$ cat src/hw/wlu_map.svh
// Purpose: register offsets, field positions, reset values of the wake-up line unit
// Assumes: APB with 32-bit data, one aligned word per register
// Notes: offsets are byte addresses
`ifndef WLU_MAP_SVH
`define WLU_MAP_SVH
`define WLU_OFF_CONTROL 12'h000
`define WLU_OFF_MASK_LOW 12'h004
`define WLU_OFF_MASK_HIGH 12'h008
`define WLU_OFF_EDGE_LOW 12'h00C
`define WLU_OFF_EDGE_HIGH 12'h010
`define WLU_OFF_PEND_LOW 12'h014
`define WLU_OFF_PEND_HIGH 12'h018
`define WLU_OFF_STATUS 12'h01C
`define WLU_OFF_TOP 12'h020
`define WLU_BIT_WAKE_SEL 0
`define WLU_BIT_SRC_SEL 1
`define WLU_BIT_STOP 2
`define WLU_BIT_EXITED 0
`define WLU_BIT_IN_STOP 1
`define WLU_BIT_TL_TRIG 0
`define WLU_BIT_TL_PEND 1
`define WLU_BIT_TL_NM 2
`define WLU_BIT_TL_EN 3
`define WLU_BIT_TL_IEN 4
`define WLU_NUM_LINES 16
`define WLU_RST_CONTROL 3'h0
`define WLU_RESTART_NS 1000
`define WLU_RESTART_CYC ((`WLU_RESTART_NS + 7) / 8)
`endif

$ cat src/hw/wlu_pkg.sv
// Purpose: types of the wake-up line unit
// Assumes: nothing
// Notes: constants live in wlu_map.svh
package wlu_pkg;
    typedef enum logic [1:0] {
        WLU_SEQ_IDLE,
        WLU_SEQ_ONE,
        WLU_SEQ_ZERO
    } wlu_seq_e;
    typedef enum logic [1:0] {
        WLU_PWR_RUN,
        WLU_PWR_STOP,
        WLU_PWR_RESTART
    } wlu_pwr_e;
    typedef struct packed {
        logic wake_sel;
        logic src_sel;
        logic stop;
    } wlu_ctrl_s;
    typedef struct packed {
        logic trig;
        logic nm;
        logic en;
        logic global_irq_enable;
    } wlu_top_s;
endpackage

$ cat src/hw/wlu_edge_detect.sv
// Purpose: per-line programmable edge detector
// Assumes: lines synchronous to pclk
// Notes: one pulse per selected transition
`timescale 1ns/100ps
`include "wlu_map.svh"
module wlu_edge_detect (
    input wire logic pclk,
    input wire logic presetn,
    input wire logic [15:0] lines,
    input wire logic [15:0] rising_sel,
    output logic [15:0] hit
);
    logic [15:0] prev_reg;
    logic [15:0] rise;
    logic [15:0] fall;
    assign rise = lines & ~prev_reg;
    assign fall = ~lines & prev_reg;
    assign hit = (rising_sel & rise) | (~rising_sel & fall); // [RULE_02]
    always_ff @(posedge pclk or negedge presetn) begin
        if (!presetn) begin
            prev_reg <= 16'h0000;
        end else begin
            prev_reg <= lines;
        end
    end
endmodule

$ cat src/hw/wlu_top.sv
// Purpose: wake-up line unit: 16 lines, stop sequence filter, top-level nmi flag
// Assumes: lines and nmi synchronous to pclk; registers over apb
// Notes: clock unit and cpu interrupt controller lie outside
// Overview of operation
// (RULE_01) sixteen extra lines, each an interrupt or a wake-up source.
// (RULE_02) each line has a programmable trigger edge.
// (RULE_03) each line has its own mask bit.
// (RULE_04) wake-select clear means interrupt mode, no wake-up.
// (RULE_05) source-select routes lines onto the shared channel.
// (RULE_06) wake-select set lets unmasked events end stop.
// (RULE_07) stop requested only by three writes 1,0,1.
// (RULE_08) acknowledged interrupt or dma rejects sequence; stop and exited read 0.
// (RULE_09) nmi edge exit leaves stop and exited at 1.
// (RULE_10) line wake-up exit clears stop bit in hardware.
// (RULE_11) nmi high at third write: stop 1, exited 0, no entry.
// (RULE_12) nmi falling afterwards does not enter stop.
// (RULE_13) nmi edge during sequence abandons entry, both bits 0.
// (RULE_14) line event during sequence abandons entry, pending set.
// (RULE_15) exited flag sticky until software clears it.
// (RULE_16) any unmasked line event ends stop after restart delay.
// (RULE_17) nmi rising edge also ends stop.
// (RULE_18) pending bits are edge set; clear holds until new edge.
// (RULE_19) trigger set: nmi edge sets top pending, request if nm or en&ien.
// (RULE_20) non-maskable bit cleared only by reset.
// (RULE_21) steady nmi high gives no entry and no new service.
// (RULE_22) nmi dropped before third write allows entry.
// (RULE_23) software enables the shared channel in the cpu.
// (RULE_24) wake-select bit readable.
// (RULE_25) interrupt mode raises channel only, no wake event.
// (RULE_26) entry needs no unmasked pending, a mask, wake-select, nmi low.
// (RULE_27) channel is or of unmasked pending; clearing one re-edges; the code keeps it high, no new edge, while another unmasked bit pends.
// (RULE_28) other register writes inside the sequence abort it.
`timescale 1ns/100ps
`include "wlu_map.svh"
module wlu_top (
    input wire logic pclk,
    input wire logic presetn,
    input wire logic psel,
    input wire logic penable,
    input wire logic pwrite,
    input wire logic [11:0] paddr,
    input wire logic [31:0] pwdata,
    output logic [31:0] prdata,
    output logic pready,
    output logic pslverr,
    input wire logic [15:0] wake_lines,
    input wire logic nmi,
    input wire logic irq_dma_ack,
    output logic shared_external_channel,
    output logic wake_event,
    output logic stop_request,
    output logic clock_run,
    output logic top_irq_request
);
    wlu_pkg::wlu_ctrl_s ctrl_reg;
    wlu_pkg::wlu_top_s top_reg;
    wlu_pkg::wlu_seq_e seq_reg;
    wlu_pkg::wlu_pwr_e pwr_reg;
    logic [15:0] mask_reg;
    logic [15:0] edge_reg;
    logic [15:0] pend_reg;
    logic [15:0] pend_next;
    logic exited_reg;
    logic top_pend_reg;
    logic nmi_prev_reg;
    logic nmi_hold_reg;
    logic [9:0] restart_cnt_reg;
    logic [15:0] line_hit;
    logic wr;
    logic rd;
    logic known;
    logic wr_ctrl;
    logic wr_stop_one;
    logic wr_stop_zero;
    logic nmi_rise;
    logic line_wake;
    logic wake_any;
    logic entry_ok;
    logic third_write;
    logic other_write;
    logic channel_next;
    logic [31:0] rdata_next;
    localparam logic [9:0] RESTART_LAST = 10'(`WLU_RESTART_CYC - 1);

    function automatic logic [15:0] wr_half(input logic [15:0] cur, input logic [7:0] d,
                                            input logic hi);
        wr_half = hi ? {d, cur[7:0]} : {cur[15:8], d};
    endfunction

    wlu_edge_detect u_edge (
        .pclk(pclk),
        .presetn(presetn),
        .lines(wake_lines),
        .rising_sel(edge_reg),
        .hit(line_hit)
    );

    // zero-wait slave: one access cycle per transfer
    assign wr = psel & penable & pwrite;
    assign rd = psel & ~penable & ~pwrite;
    assign known = (paddr <= `WLU_OFF_TOP) && (paddr[1:0] == 2'b00);
    assign wr_ctrl = wr && (paddr == `WLU_OFF_CONTROL);
    assign wr_stop_one = wr_ctrl && pwdata[`WLU_BIT_STOP];
    assign wr_stop_zero = wr_ctrl && !pwdata[`WLU_BIT_STOP];
    assign other_write = (wr && !wr_ctrl) || irq_dma_ack; // [RULE_28] [RULE_08]
    assign nmi_rise = nmi & ~nmi_prev_reg;
    // masked lines never wake; interrupt mode never wakes
    assign line_wake = ctrl_reg.wake_sel && |(line_hit & mask_reg); // [RULE_03] [RULE_04] [RULE_06]
    assign wake_any = line_wake || nmi_rise; // [RULE_16] [RULE_17]
    assign entry_ok = ctrl_reg.wake_sel && (mask_reg != 16'h0000)
        && ((pend_reg & mask_reg) == 16'h0000) && !nmi; // [RULE_26] [RULE_22]
    assign third_write = (seq_reg == wlu_pkg::WLU_SEQ_ZERO) && wr_stop_one && !other_write
        && !wake_any && !(|line_hit); // [RULE_07] [RULE_13] [RULE_14]
    // set wins over a clearing write in the same cycle
    assign pend_next = (wr && paddr == `WLU_OFF_PEND_LOW)
        ? wr_half(pend_reg, pwdata[7:0], 1'b0) & (pend_reg | line_hit)
        : (wr && paddr == `WLU_OFF_PEND_HIGH)
        ? wr_half(pend_reg, pwdata[7:0], 1'b1) & (pend_reg | line_hit)
        : pend_reg; // [RULE_18]
    assign channel_next = ctrl_reg.src_sel && |((pend_next | line_hit) & mask_reg); // [RULE_05] [RULE_25] [RULE_27]

    always_comb begin
        rdata_next = 32'h0000_0000;
        unique case (paddr)
            `WLU_OFF_CONTROL: rdata_next[2:0] = {ctrl_reg.stop, ctrl_reg.src_sel, ctrl_reg.wake_sel}; // [RULE_24]
            `WLU_OFF_MASK_LOW: rdata_next[7:0] = mask_reg[7:0];
            `WLU_OFF_MASK_HIGH: rdata_next[7:0] = mask_reg[15:8];
            `WLU_OFF_EDGE_LOW: rdata_next[7:0] = edge_reg[7:0];
            `WLU_OFF_EDGE_HIGH: rdata_next[7:0] = edge_reg[15:8];
            `WLU_OFF_PEND_LOW: rdata_next[7:0] = pend_reg[7:0];
            `WLU_OFF_PEND_HIGH: rdata_next[7:0] = pend_reg[15:8];
            `WLU_OFF_STATUS: rdata_next[1:0] = {pwr_reg != wlu_pkg::WLU_PWR_RUN, exited_reg};
            `WLU_OFF_TOP: rdata_next[4:0] = {top_reg.global_irq_enable, top_reg.en, top_reg.nm, top_pend_reg, top_reg.trig};
            default: rdata_next = 32'h0000_0000;
        endcase
    end

    always_ff @(posedge pclk or negedge presetn) begin
        if (!presetn) begin
            prdata <= 32'h0000_0000;
            pready <= 1'b0;
            pslverr <= 1'b0;
        end else begin
            pready <= psel & ~penable;
            pslverr <= psel & ~penable & ~known;
            if (rd) begin
                prdata <= rdata_next;
            end
        end
    end

    always_ff @(posedge pclk or negedge presetn) begin
        if (!presetn) begin
            mask_reg <= 16'h0000;
            edge_reg <= 16'h0000;
            pend_reg <= 16'h0000;
            nmi_prev_reg <= 1'b0;
        end else begin
            nmi_prev_reg <= nmi;
            pend_reg <= pend_next | line_hit; // [RULE_14] [RULE_18]
            if (wr && paddr == `WLU_OFF_MASK_LOW) begin
                mask_reg <= wr_half(mask_reg, pwdata[7:0], 1'b0);
            end
            if (wr && paddr == `WLU_OFF_MASK_HIGH) begin
                mask_reg <= wr_half(mask_reg, pwdata[7:0], 1'b1);
            end
            if (wr && paddr == `WLU_OFF_EDGE_LOW) begin
                edge_reg <= wr_half(edge_reg, pwdata[7:0], 1'b0);
            end
            if (wr && paddr == `WLU_OFF_EDGE_HIGH) begin
                edge_reg <= wr_half(edge_reg, pwdata[7:0], 1'b1);
            end
        end
    end

    // top-level nmi flag; pending set wins over a software clear
    always_ff @(posedge pclk or negedge presetn) begin
        if (!presetn) begin
            top_reg <= '0;
            top_pend_reg <= 1'b0;
        end else begin
            if (wr && paddr == `WLU_OFF_TOP) begin
                top_reg.trig <= pwdata[`WLU_BIT_TL_TRIG];
                top_reg.en <= pwdata[`WLU_BIT_TL_EN];
                top_reg.global_irq_enable <= pwdata[`WLU_BIT_TL_IEN];
                top_reg.nm <= top_reg.nm | pwdata[`WLU_BIT_TL_NM]; // [RULE_20]
            end
            if (top_reg.trig && nmi_rise) begin
                top_pend_reg <= 1'b1; // [RULE_19] [RULE_21]
            end else if (wr && paddr == `WLU_OFF_TOP && !pwdata[`WLU_BIT_TL_PEND]) begin
                top_pend_reg <= 1'b0;
            end
        end
    end

    // stop sequence recogniser and power state
    always_ff @(posedge pclk or negedge presetn) begin
        if (!presetn) begin
            ctrl_reg <= `WLU_RST_CONTROL;
            seq_reg <= wlu_pkg::WLU_SEQ_IDLE;
            pwr_reg <= wlu_pkg::WLU_PWR_RUN;
            exited_reg <= 1'b0;
            nmi_hold_reg <= 1'b0;
            restart_cnt_reg <= 10'h000;
        end else begin
            if (wr_ctrl) begin
                ctrl_reg.wake_sel <= pwdata[`WLU_BIT_WAKE_SEL];
                ctrl_reg.src_sel <= pwdata[`WLU_BIT_SRC_SEL];
            end
            if (wr && paddr == `WLU_OFF_STATUS && !pwdata[`WLU_BIT_EXITED]) begin
                exited_reg <= 1'b0; // [RULE_15]
            end
            unique case (pwr_reg)
                wlu_pkg::WLU_PWR_RUN: begin
                    if (other_write || wake_any || |line_hit) begin
                        seq_reg <= wlu_pkg::WLU_SEQ_IDLE;
                        if (seq_reg != wlu_pkg::WLU_SEQ_IDLE) begin
                            ctrl_reg.stop <= 1'b0; // [RULE_08] [RULE_13] [RULE_28]
                        end
                    end else if (wr_stop_one && seq_reg == wlu_pkg::WLU_SEQ_IDLE
                                 && !nmi_hold_reg) begin
                        seq_reg <= wlu_pkg::WLU_SEQ_ONE;
                        ctrl_reg.stop <= 1'b1;
                    end else if (wr_stop_zero && seq_reg == wlu_pkg::WLU_SEQ_ONE) begin
                        seq_reg <= wlu_pkg::WLU_SEQ_ZERO;
                        ctrl_reg.stop <= 1'b0;
                    end else if (third_write) begin
                        seq_reg <= wlu_pkg::WLU_SEQ_IDLE;
                        if (entry_ok) begin
                            ctrl_reg.stop <= 1'b1;
                            pwr_reg <= wlu_pkg::WLU_PWR_STOP;
                        end else if (nmi) begin
                            ctrl_reg.stop <= 1'b1; // [RULE_11]
                            nmi_hold_reg <= 1'b1; // [RULE_12]
                        end else begin
                            ctrl_reg.stop <= 1'b0;
                        end
                    end else if (wr_ctrl) begin
                        seq_reg <= wlu_pkg::WLU_SEQ_IDLE;
                        ctrl_reg.stop <= 1'b0;
                        nmi_hold_reg <= 1'b0;
                    end
                end
                wlu_pkg::WLU_PWR_STOP: begin
                    if (nmi_rise) begin
                        exited_reg <= 1'b1; // [RULE_09] [RULE_17]
                        pwr_reg <= wlu_pkg::WLU_PWR_RESTART;
                        restart_cnt_reg <= 10'h000;
                    end else if (line_wake) begin
                        exited_reg <= 1'b1;
                        ctrl_reg.stop <= 1'b0; // [RULE_10]
                        pwr_reg <= wlu_pkg::WLU_PWR_RESTART;
                        restart_cnt_reg <= 10'h000;
                    end
                end
                wlu_pkg::WLU_PWR_RESTART: begin
                    if (restart_cnt_reg == RESTART_LAST) begin
                        pwr_reg <= wlu_pkg::WLU_PWR_RUN; // [RULE_16]
                    end else begin
                        restart_cnt_reg <= restart_cnt_reg + 10'h001;
                    end
                end
                default: pwr_reg <= wlu_pkg::WLU_PWR_RUN;
            endcase
        end
    end

    always_ff @(posedge pclk or negedge presetn) begin
        if (!presetn) begin
            shared_external_channel <= 1'b0;
            wake_event <= 1'b0;
            stop_request <= 1'b0;
            clock_run <= 1'b1;
            top_irq_request <= 1'b0;
        end else begin
            shared_external_channel <= channel_next; // [RULE_27]
            wake_event <= (pwr_reg == wlu_pkg::WLU_PWR_STOP) && wake_any;
            stop_request <= (pwr_reg == wlu_pkg::WLU_PWR_STOP);
            clock_run <= (pwr_reg == wlu_pkg::WLU_PWR_RUN);
            top_irq_request <= (top_pend_reg | (top_reg.trig & nmi_rise))
                & (top_reg.nm | (top_reg.en & top_reg.global_irq_enable)); // [RULE_19]
        end
    end
endmodule

$ cat config.mk
export PLATFORM = sky130hd
export DESIGN_NAME = wlu_top
export DESIGN_NICKNAME = d
export VERILOG_FILES = /design/src/hw/wlu_pkg.sv /design/src/hw/wlu_edge_detect.sv /design/src/hw/wlu_top.sv
export VERILOG_INCLUDE_DIRS = /design/src /design/src/hw
export SDC_FILE = /design/constraint.sdc
export NUM_CORES = 1
export LEC_CHECK = 0
export ABC_AREA = 1
export BUFFER_PORTS_ARGS = -buffer_cell sky130_fd_sc_hd__buf_4
export CAP_MARGIN = 20
export CELL_PAD_IN_SITES_DETAIL_PLACEMENT = 1
export CELL_PAD_IN_SITES_GLOBAL_PLACEMENT = 2
export CORE_ASPECT_RATIO = 1.4
export CORE_MARGIN = 2
export CORE_UTILIZATION = 32
export DETAILED_ROUTE_END_ITERATION = 10
export PLACE_DENSITY = 0.91
export RECOVER_POWER = 100
export SLEW_MARGIN = 15
export SYNTH_ARGS = -nofsm -noshare
export SYNTH_HDL_FRONTEND = slang
export SYNTH_SLANG_ARGS = --single-unit
$ cat constraint.sdc
create_clock -name pclk -period 1.86 [get_ports pclk]
set_input_delay 0.558 -clock pclk [delete_from_list [all_inputs] [get_ports pclk]]
set_output_delay 0.558 -clock pclk [all_outputs]
set_load 0.02 [all_outputs]
After elaboration in Yosys (flattened, before gate mapping)
Cells that the tools add are included.
{ "classes": {"addsub": 1, "multipliers": 0, "div_mod_pow": 0, "order_cmp": 1, "eq_ne": 27, "shift": 0, "muxes": 48, "bitwise_logic": 36, "reduce_logical": 65} }
{ "op_table": {"columns": ["cell", "count"], "rows": [
  ["$and 16x16->16", 9],
  ["$mux 16", 4],
  ["$eq 12x5->1 const B", 4],
  ["$not 16->16", 3],
  ["$or 16x16->16", 3],
  ["$reduce_or 16->1", 3],
  ["$mux 10", 3],
  ["$logic_and 1x1->1", 29],
  ["$mux 2", 13],
  ["$eq 12x4->1 const B", 2],
  ["$ne 2x2->1 const B", 11],
  ["$pmux 10 s2", 1],
  ["$mux 1", 19],
  ["$pmux 2 s9", 1],
  ["$pmux 3 s6", 1],
  ["$logic_not 16->1", 1],
  ["$mux 8", 2],
  ["$reduce_bool 16->1", 1],
  ["$pmux 2 s7", 1],
  ["$reduce_and 7->1", 2],
  ["$eq 12x3->1 const B", 1],
  ["$eq 12x6->1 const B", 1],
  ["$le 12x6->1 const B", 1],
  ["$logic_not 12->1", 1],
  ["20 further kinds", 61]
]} }
{ "word_totals": {"register_bits": 104, "latchBits": 0, "mem_bits_rw": 0, "rom_bits": 0, "in_bits": 67, "output_inout_bits": 39, "elab_cells": 206, "mem_count": 0} }

Longest topological paths before layout
{ "logic_depth": {"ltp_word": 16, "depth_mapped": 16, "ltp_nobuf": 16} }

By module
From an unflattened synthesis, not the netlist that was laid out.
{ "unflattened": {"hier_cells": 809, "area_unflattened_um2": 5949.5} }
{ "modules_own_cells": {"columns": ["mod", "instances", "cells_per_inst", "area_per_inst_um2"], "rows": [
  ["wlu_top", 1, 697, 5148.7],
  ["wlu_edge_detect", 1, 112, 800.8]
]} }

Least setup slack after synthesis
OpenSTA, ideal clock, no wires.
{ "synth_path": {"path_kind": "input to register", "start": "in paddr[9]", "end": "reg shared_external_channel", "setup_time_ns": 0.122, "arrival_time_ns": 1.706, "required_time_ns": 1.738, "setup_slack_ns": 0.032, "cell_stages": 12, "n_path_buf": 0, "path_cell_list": "nor2_1 -> nand2_2 -> nor2_1 -> nand2_1 -> nor2_2 -> nand2_2 -> o21ai_0 -> nand2_1 -> nand2_1 -> nand4_1 -> nor2_1 -> a21oi_1"} }
{ "synth_between": {"elab_chain_len": 8, "elab_cells_between_ends": 10, "cone_classes": "eq/ne: 2; mux: 2; bitwise: 2; reduce/logical: 4"} }
{ "synth_lines": {"columns": ["item", "line", "text"], "rows": [
  ["start: declaration", "wlu_top.sv:41", "input wire logic [11:0] paddr,"],
  ["$eq 12x5->1", null, null],
  ["$logic_and 1x1->1 (no line)", null, null],
  ["$mux 16", "wlu_top.sv:117", ": (wr && paddr == `WLU_OFF_PEND_HIGH)"],
  ["$mux 16 *", "wlu_top.sv:115", "assign pend_next = (wr && paddr == `WLU_OFF_PEND_LOW)"],
  ["$or 16x16->16 *", "wlu_top.sv:120", "assign channel_next = ctrl_reg.src_sel && |((pend_next | line_hit) & mask_reg);"],
  ["$and 16x16->16 *", "wlu_top.sv:120", null],
  ["$reduce_or 16->1 *", "wlu_top.sv:120", null],
  ["$logic_and 1x1->1 *", "wlu_top.sv:120", null],
  ["net channel_next", "wlu_top.sv:81", "logic channel_next;"],
  ["end signal: assignment", "wlu_top.sv:276", "shared_external_channel <= channel_next;"],
  ["end: declaration", "wlu_top.sv:49", "output logic shared_external_channel,"]
]} }
Mark *: on every way through the listed nets, which the timed path passes. The rest lies on a longest branch.
A chain may end at the register's enable or synchronous reset.

Worst setup path after layout
{ "layout_path": {"start": "in paddr[6]", "end": "reg prdata[2]"} }
{ "layout_between": {"elab_chain_len": 2, "elab_cells_between_ends": 9, "cone_classes": "eq/ne: 7; mux: 1; reduce/logical: 1"} }
{ "layout_lines": {"columns": ["item", "line", "text"], "rows": [
  ["$eq 12x6->1 (tied with other cells)", "wlu_top.sv:124", "unique case (paddr)"],
  ["$pmux 1 s8 *", "wlu_top.sv:124", null],
  ["end signal: assignment", "wlu_top.sv:147", "prdata <= rdata_next;"],
  ["end: declaration", "wlu_top.sv:43", "output logic [31:0] prdata,"]
]} }
Mark *: on every way between the ends. The rest lies on a longest branch, timed or not.

==> impl_metrics.ini <==
[timing]
rsz0062_at_grt = true
worst_slack_ns = -0.02691
slew-limit-headroom_pct = 47.86
tightest_slew_ns = 0.7821
hold_viol = 0
finalCritPeriodShare_pct = 101.4
setup_viol = 3
max_freq_mhz = 530.0
skew_ns = 0.009479
final_period_minus_worst_setup_slack_ns = 1.887
whs_ns = 0.2692
setup_tns_ns = -0.06639
slew_violations = 0

[grt]
use_met1_pct = 23.63
antenna_found_initial = 0
use_met3_pct = 2.619
met2_usage_pct = 39.34
track_usage_pct = 21.25
grt_pass1_wl_um = 29840
grt_max_degree = 31
grt-ovfl-total = 0
grt_pass1_vias = 5798
top_usage_layer = met2

[synthesis]
synth-xor-area-share_pct = 0.9432
synth_common_cells = nand2_1, dfrtp_1, inv_1
synth_top_area_share_pct = 46.26
ys_seq_area_share_pct = 46.73
synth_edf_count = 0
yosysTopAreaCell = dfrtp_1
syn_inst = 719
ys_async_sr_fraction_pct = 100.0
avgSynthCellArea_um2 = 7.749
synth_compound_area_share_pct = 11.16
synth_top_family_by_area = simple AND/OR/NAND/NOR gates
ys.flop_type = dfrtp_1
synthDistinctLibCells = 42
synth_area_leaders = dfrtp_1, nand2_1, inv_1, o21ai_0, nand3_1
ys_warn_count = 0
synth_most_common_cell = nand2_1
netlist_area_um2 = 5572
muxShareOfSynthArea_pct = 0
synth-simple-area-share_pct = 29.85
ys_ff_latch = 104
synth_fa_ha_area_share_pct = 0.4491

[floorplanning]
core_area_um2 = 17190
die_y_um = 160.1
die_area_um2 = 18500
row_count = 57
ios = 106
start_util_pct = 32.42
die_w_um = 115.5

[power]
total_power_mw = 4.786
p_clk_share_pct = 44.1
ir_worst_vdd_v = 0.0004066
p_int_mw = 3.657
p_seq_share_pct = 47.9
power.density_nw_per_um2 = 636.0
comb_power_share_pct = 8.0
p_switching_mw = 1.129
p_leak_nw = 3.556
switching_share_pct = 23.59

[cells_and_area]
fillCellCount = 2108
fin_cells = 1122
areaGrowthSynthToFinish_pct = 35.06
num_antenna_cells = 0
fin_nets = 951
drive_gt1_share_pct = 27.65

[critical_path]
cp_data_arrival_time_ns = 2.12
cp_max_fo = 6
critPathMaxStageDelay_ns = 0.43
cp_slowest_cell = nor4_1
critPathRequiredTime_ns = 2.09
startpoint_type = primary input
cp-end-kind = flip-flop
crit_chain = clkbuf_1 > nor2_4 > buf_12 > nand3_2 > nor2_2 > nand2_1 > buf_4 > buf_4 > o21ai_0 > nor4_1 > buf_4 > o21ai_1
path_delay_family = buffers and inverters
critPathMostFrequentCell = buf_4
criticalPathCategory = in2reg
cp_num_buf_inv = 5

[drt]
initialDrtViolationCount = 246
drc_errors = 0
via_count = 5477
avgViaCountPerCell = 4.881
wl_um = 19140
ant_nets = 0
drt_first_pass_iters = 5
wire_per_inst_um = 17.06

[clock_tree]
cts_tree = built
cts.path.max_buffers = 2
clkLatencyLatePin_ns = 0.36
cts_max_level = 3
cts_sinks = 104
clockRootBuffer = clkbuf_16
path_clk_slew_ns = 0.07
cts_made_buffers = 9

[place]
gp_congestion = 0.9171
pre_cts_slack_ns = -0.4503
place.port_buffers = 57
place_hpwl_um = 14570
post-place-cells = 1099

[flow_run]
maxCapViolations = 0

[outcome]
status = finished with violations
violations = setup timing

[worst_hold_path]
hold_path_class = in2async
[layout by cell type (no fill, tap or decap), types with 11 or more instances in the layout]
master	instances
buf_4	103
nand3b_1	12
o21ai_0	51
nand4_1	15
nand2_1	180
nor2_1	37
conb_1	24
nand2_2	25
nor2_4	11
dfrtp_1	103
inv_1	88
nand3_1	36
clkbuf_1	35
o21ai_1	15
[repair_timing]
item / 4_1_cts / 5_1_grt
buffers inserted: 3 / 4
hold buffers: 0 / 0
gates cloned: 0 / 1
setup endpoints to repair: 18 / 19
resized for setup: 39 / 82
pin swaps: 27 / 31
[through the flow]
stage / util (%) / cell area (µm²)
2_1_floorplan: - / 5658
3_3_place_gp: 40.37 / 6939
3_5_place_dp: 40.37 / 6939
4_1_cts: 43.14 / 7415
5_1_grt: 43.78 / 7525
6_report: 43.78 / 7525
[path summary, 6_finish.rpt]
check,from,endpoint,slack (ns),depth (start not counted)
worst max-delay path,paddr[6],prdata[2]$_DFFE_PN0P_,-0.03,12
worst min-delay path,presetn,pready$_DFF_PN0_,0.27,1
worst max register to register,edge_reg[6]$_DFFE_PN0P_,ctrl_reg[0]$_DFFE_PN0P_,0.03,14
worst min register to register,prdata[1]$_DFFE_PN0P_,prdata[1]$_DFFE_PN0P_,0.48,2
max in group asynchronous,presetn,edge_reg[1]$_DFFE_PN0P_,0.43,2
min in group pclk,wake_lines[3],u_edge.prev_reg[3]$_DFF_PN0_,0.34,1
[power by group through the flow]
stage               clock [mW]  sequential (mW)  combinational (mW)
global route              2.24             2.29               0.421
detailed placement           0             2.34               0.385
floorplan                    0             2.34               0.180
finish                    2.11             2.29               0.382
global placement             0             2.33               0.378
CTS                       2.15             2.29               0.395
[layer usage]
layer / routed length [µm] / vias to the layer above
met3: 608 / 44
met4: 744 / 0
li1: - / 2609
met5: 0 / -
met2: 10470 / 123
met1: 7320 / 2701
[cell families after synthesis]
group	count (synthesis)
AOI/OAI and AO/OA	109
DFF	104
adders and majority gates	2
other	1
buffers and inverters	133
and+or+nand+nor	364
xor gates and xnor gates	6
[cell type report]
class                      count  area [µm²]  share of cell area, %
clock inverter                 3       65.06                 0.8646
timing repair buffer         158        1086                  14.43
tap                          236       295.3                  3.924
inverter                     103       399.1                  5.304
multi-input combinational    506        2819                  37.46
clock buffer                  12       256.5                  3.409
sequential                   104        2604                  34.60
Power figures use the tool's default switching activity.
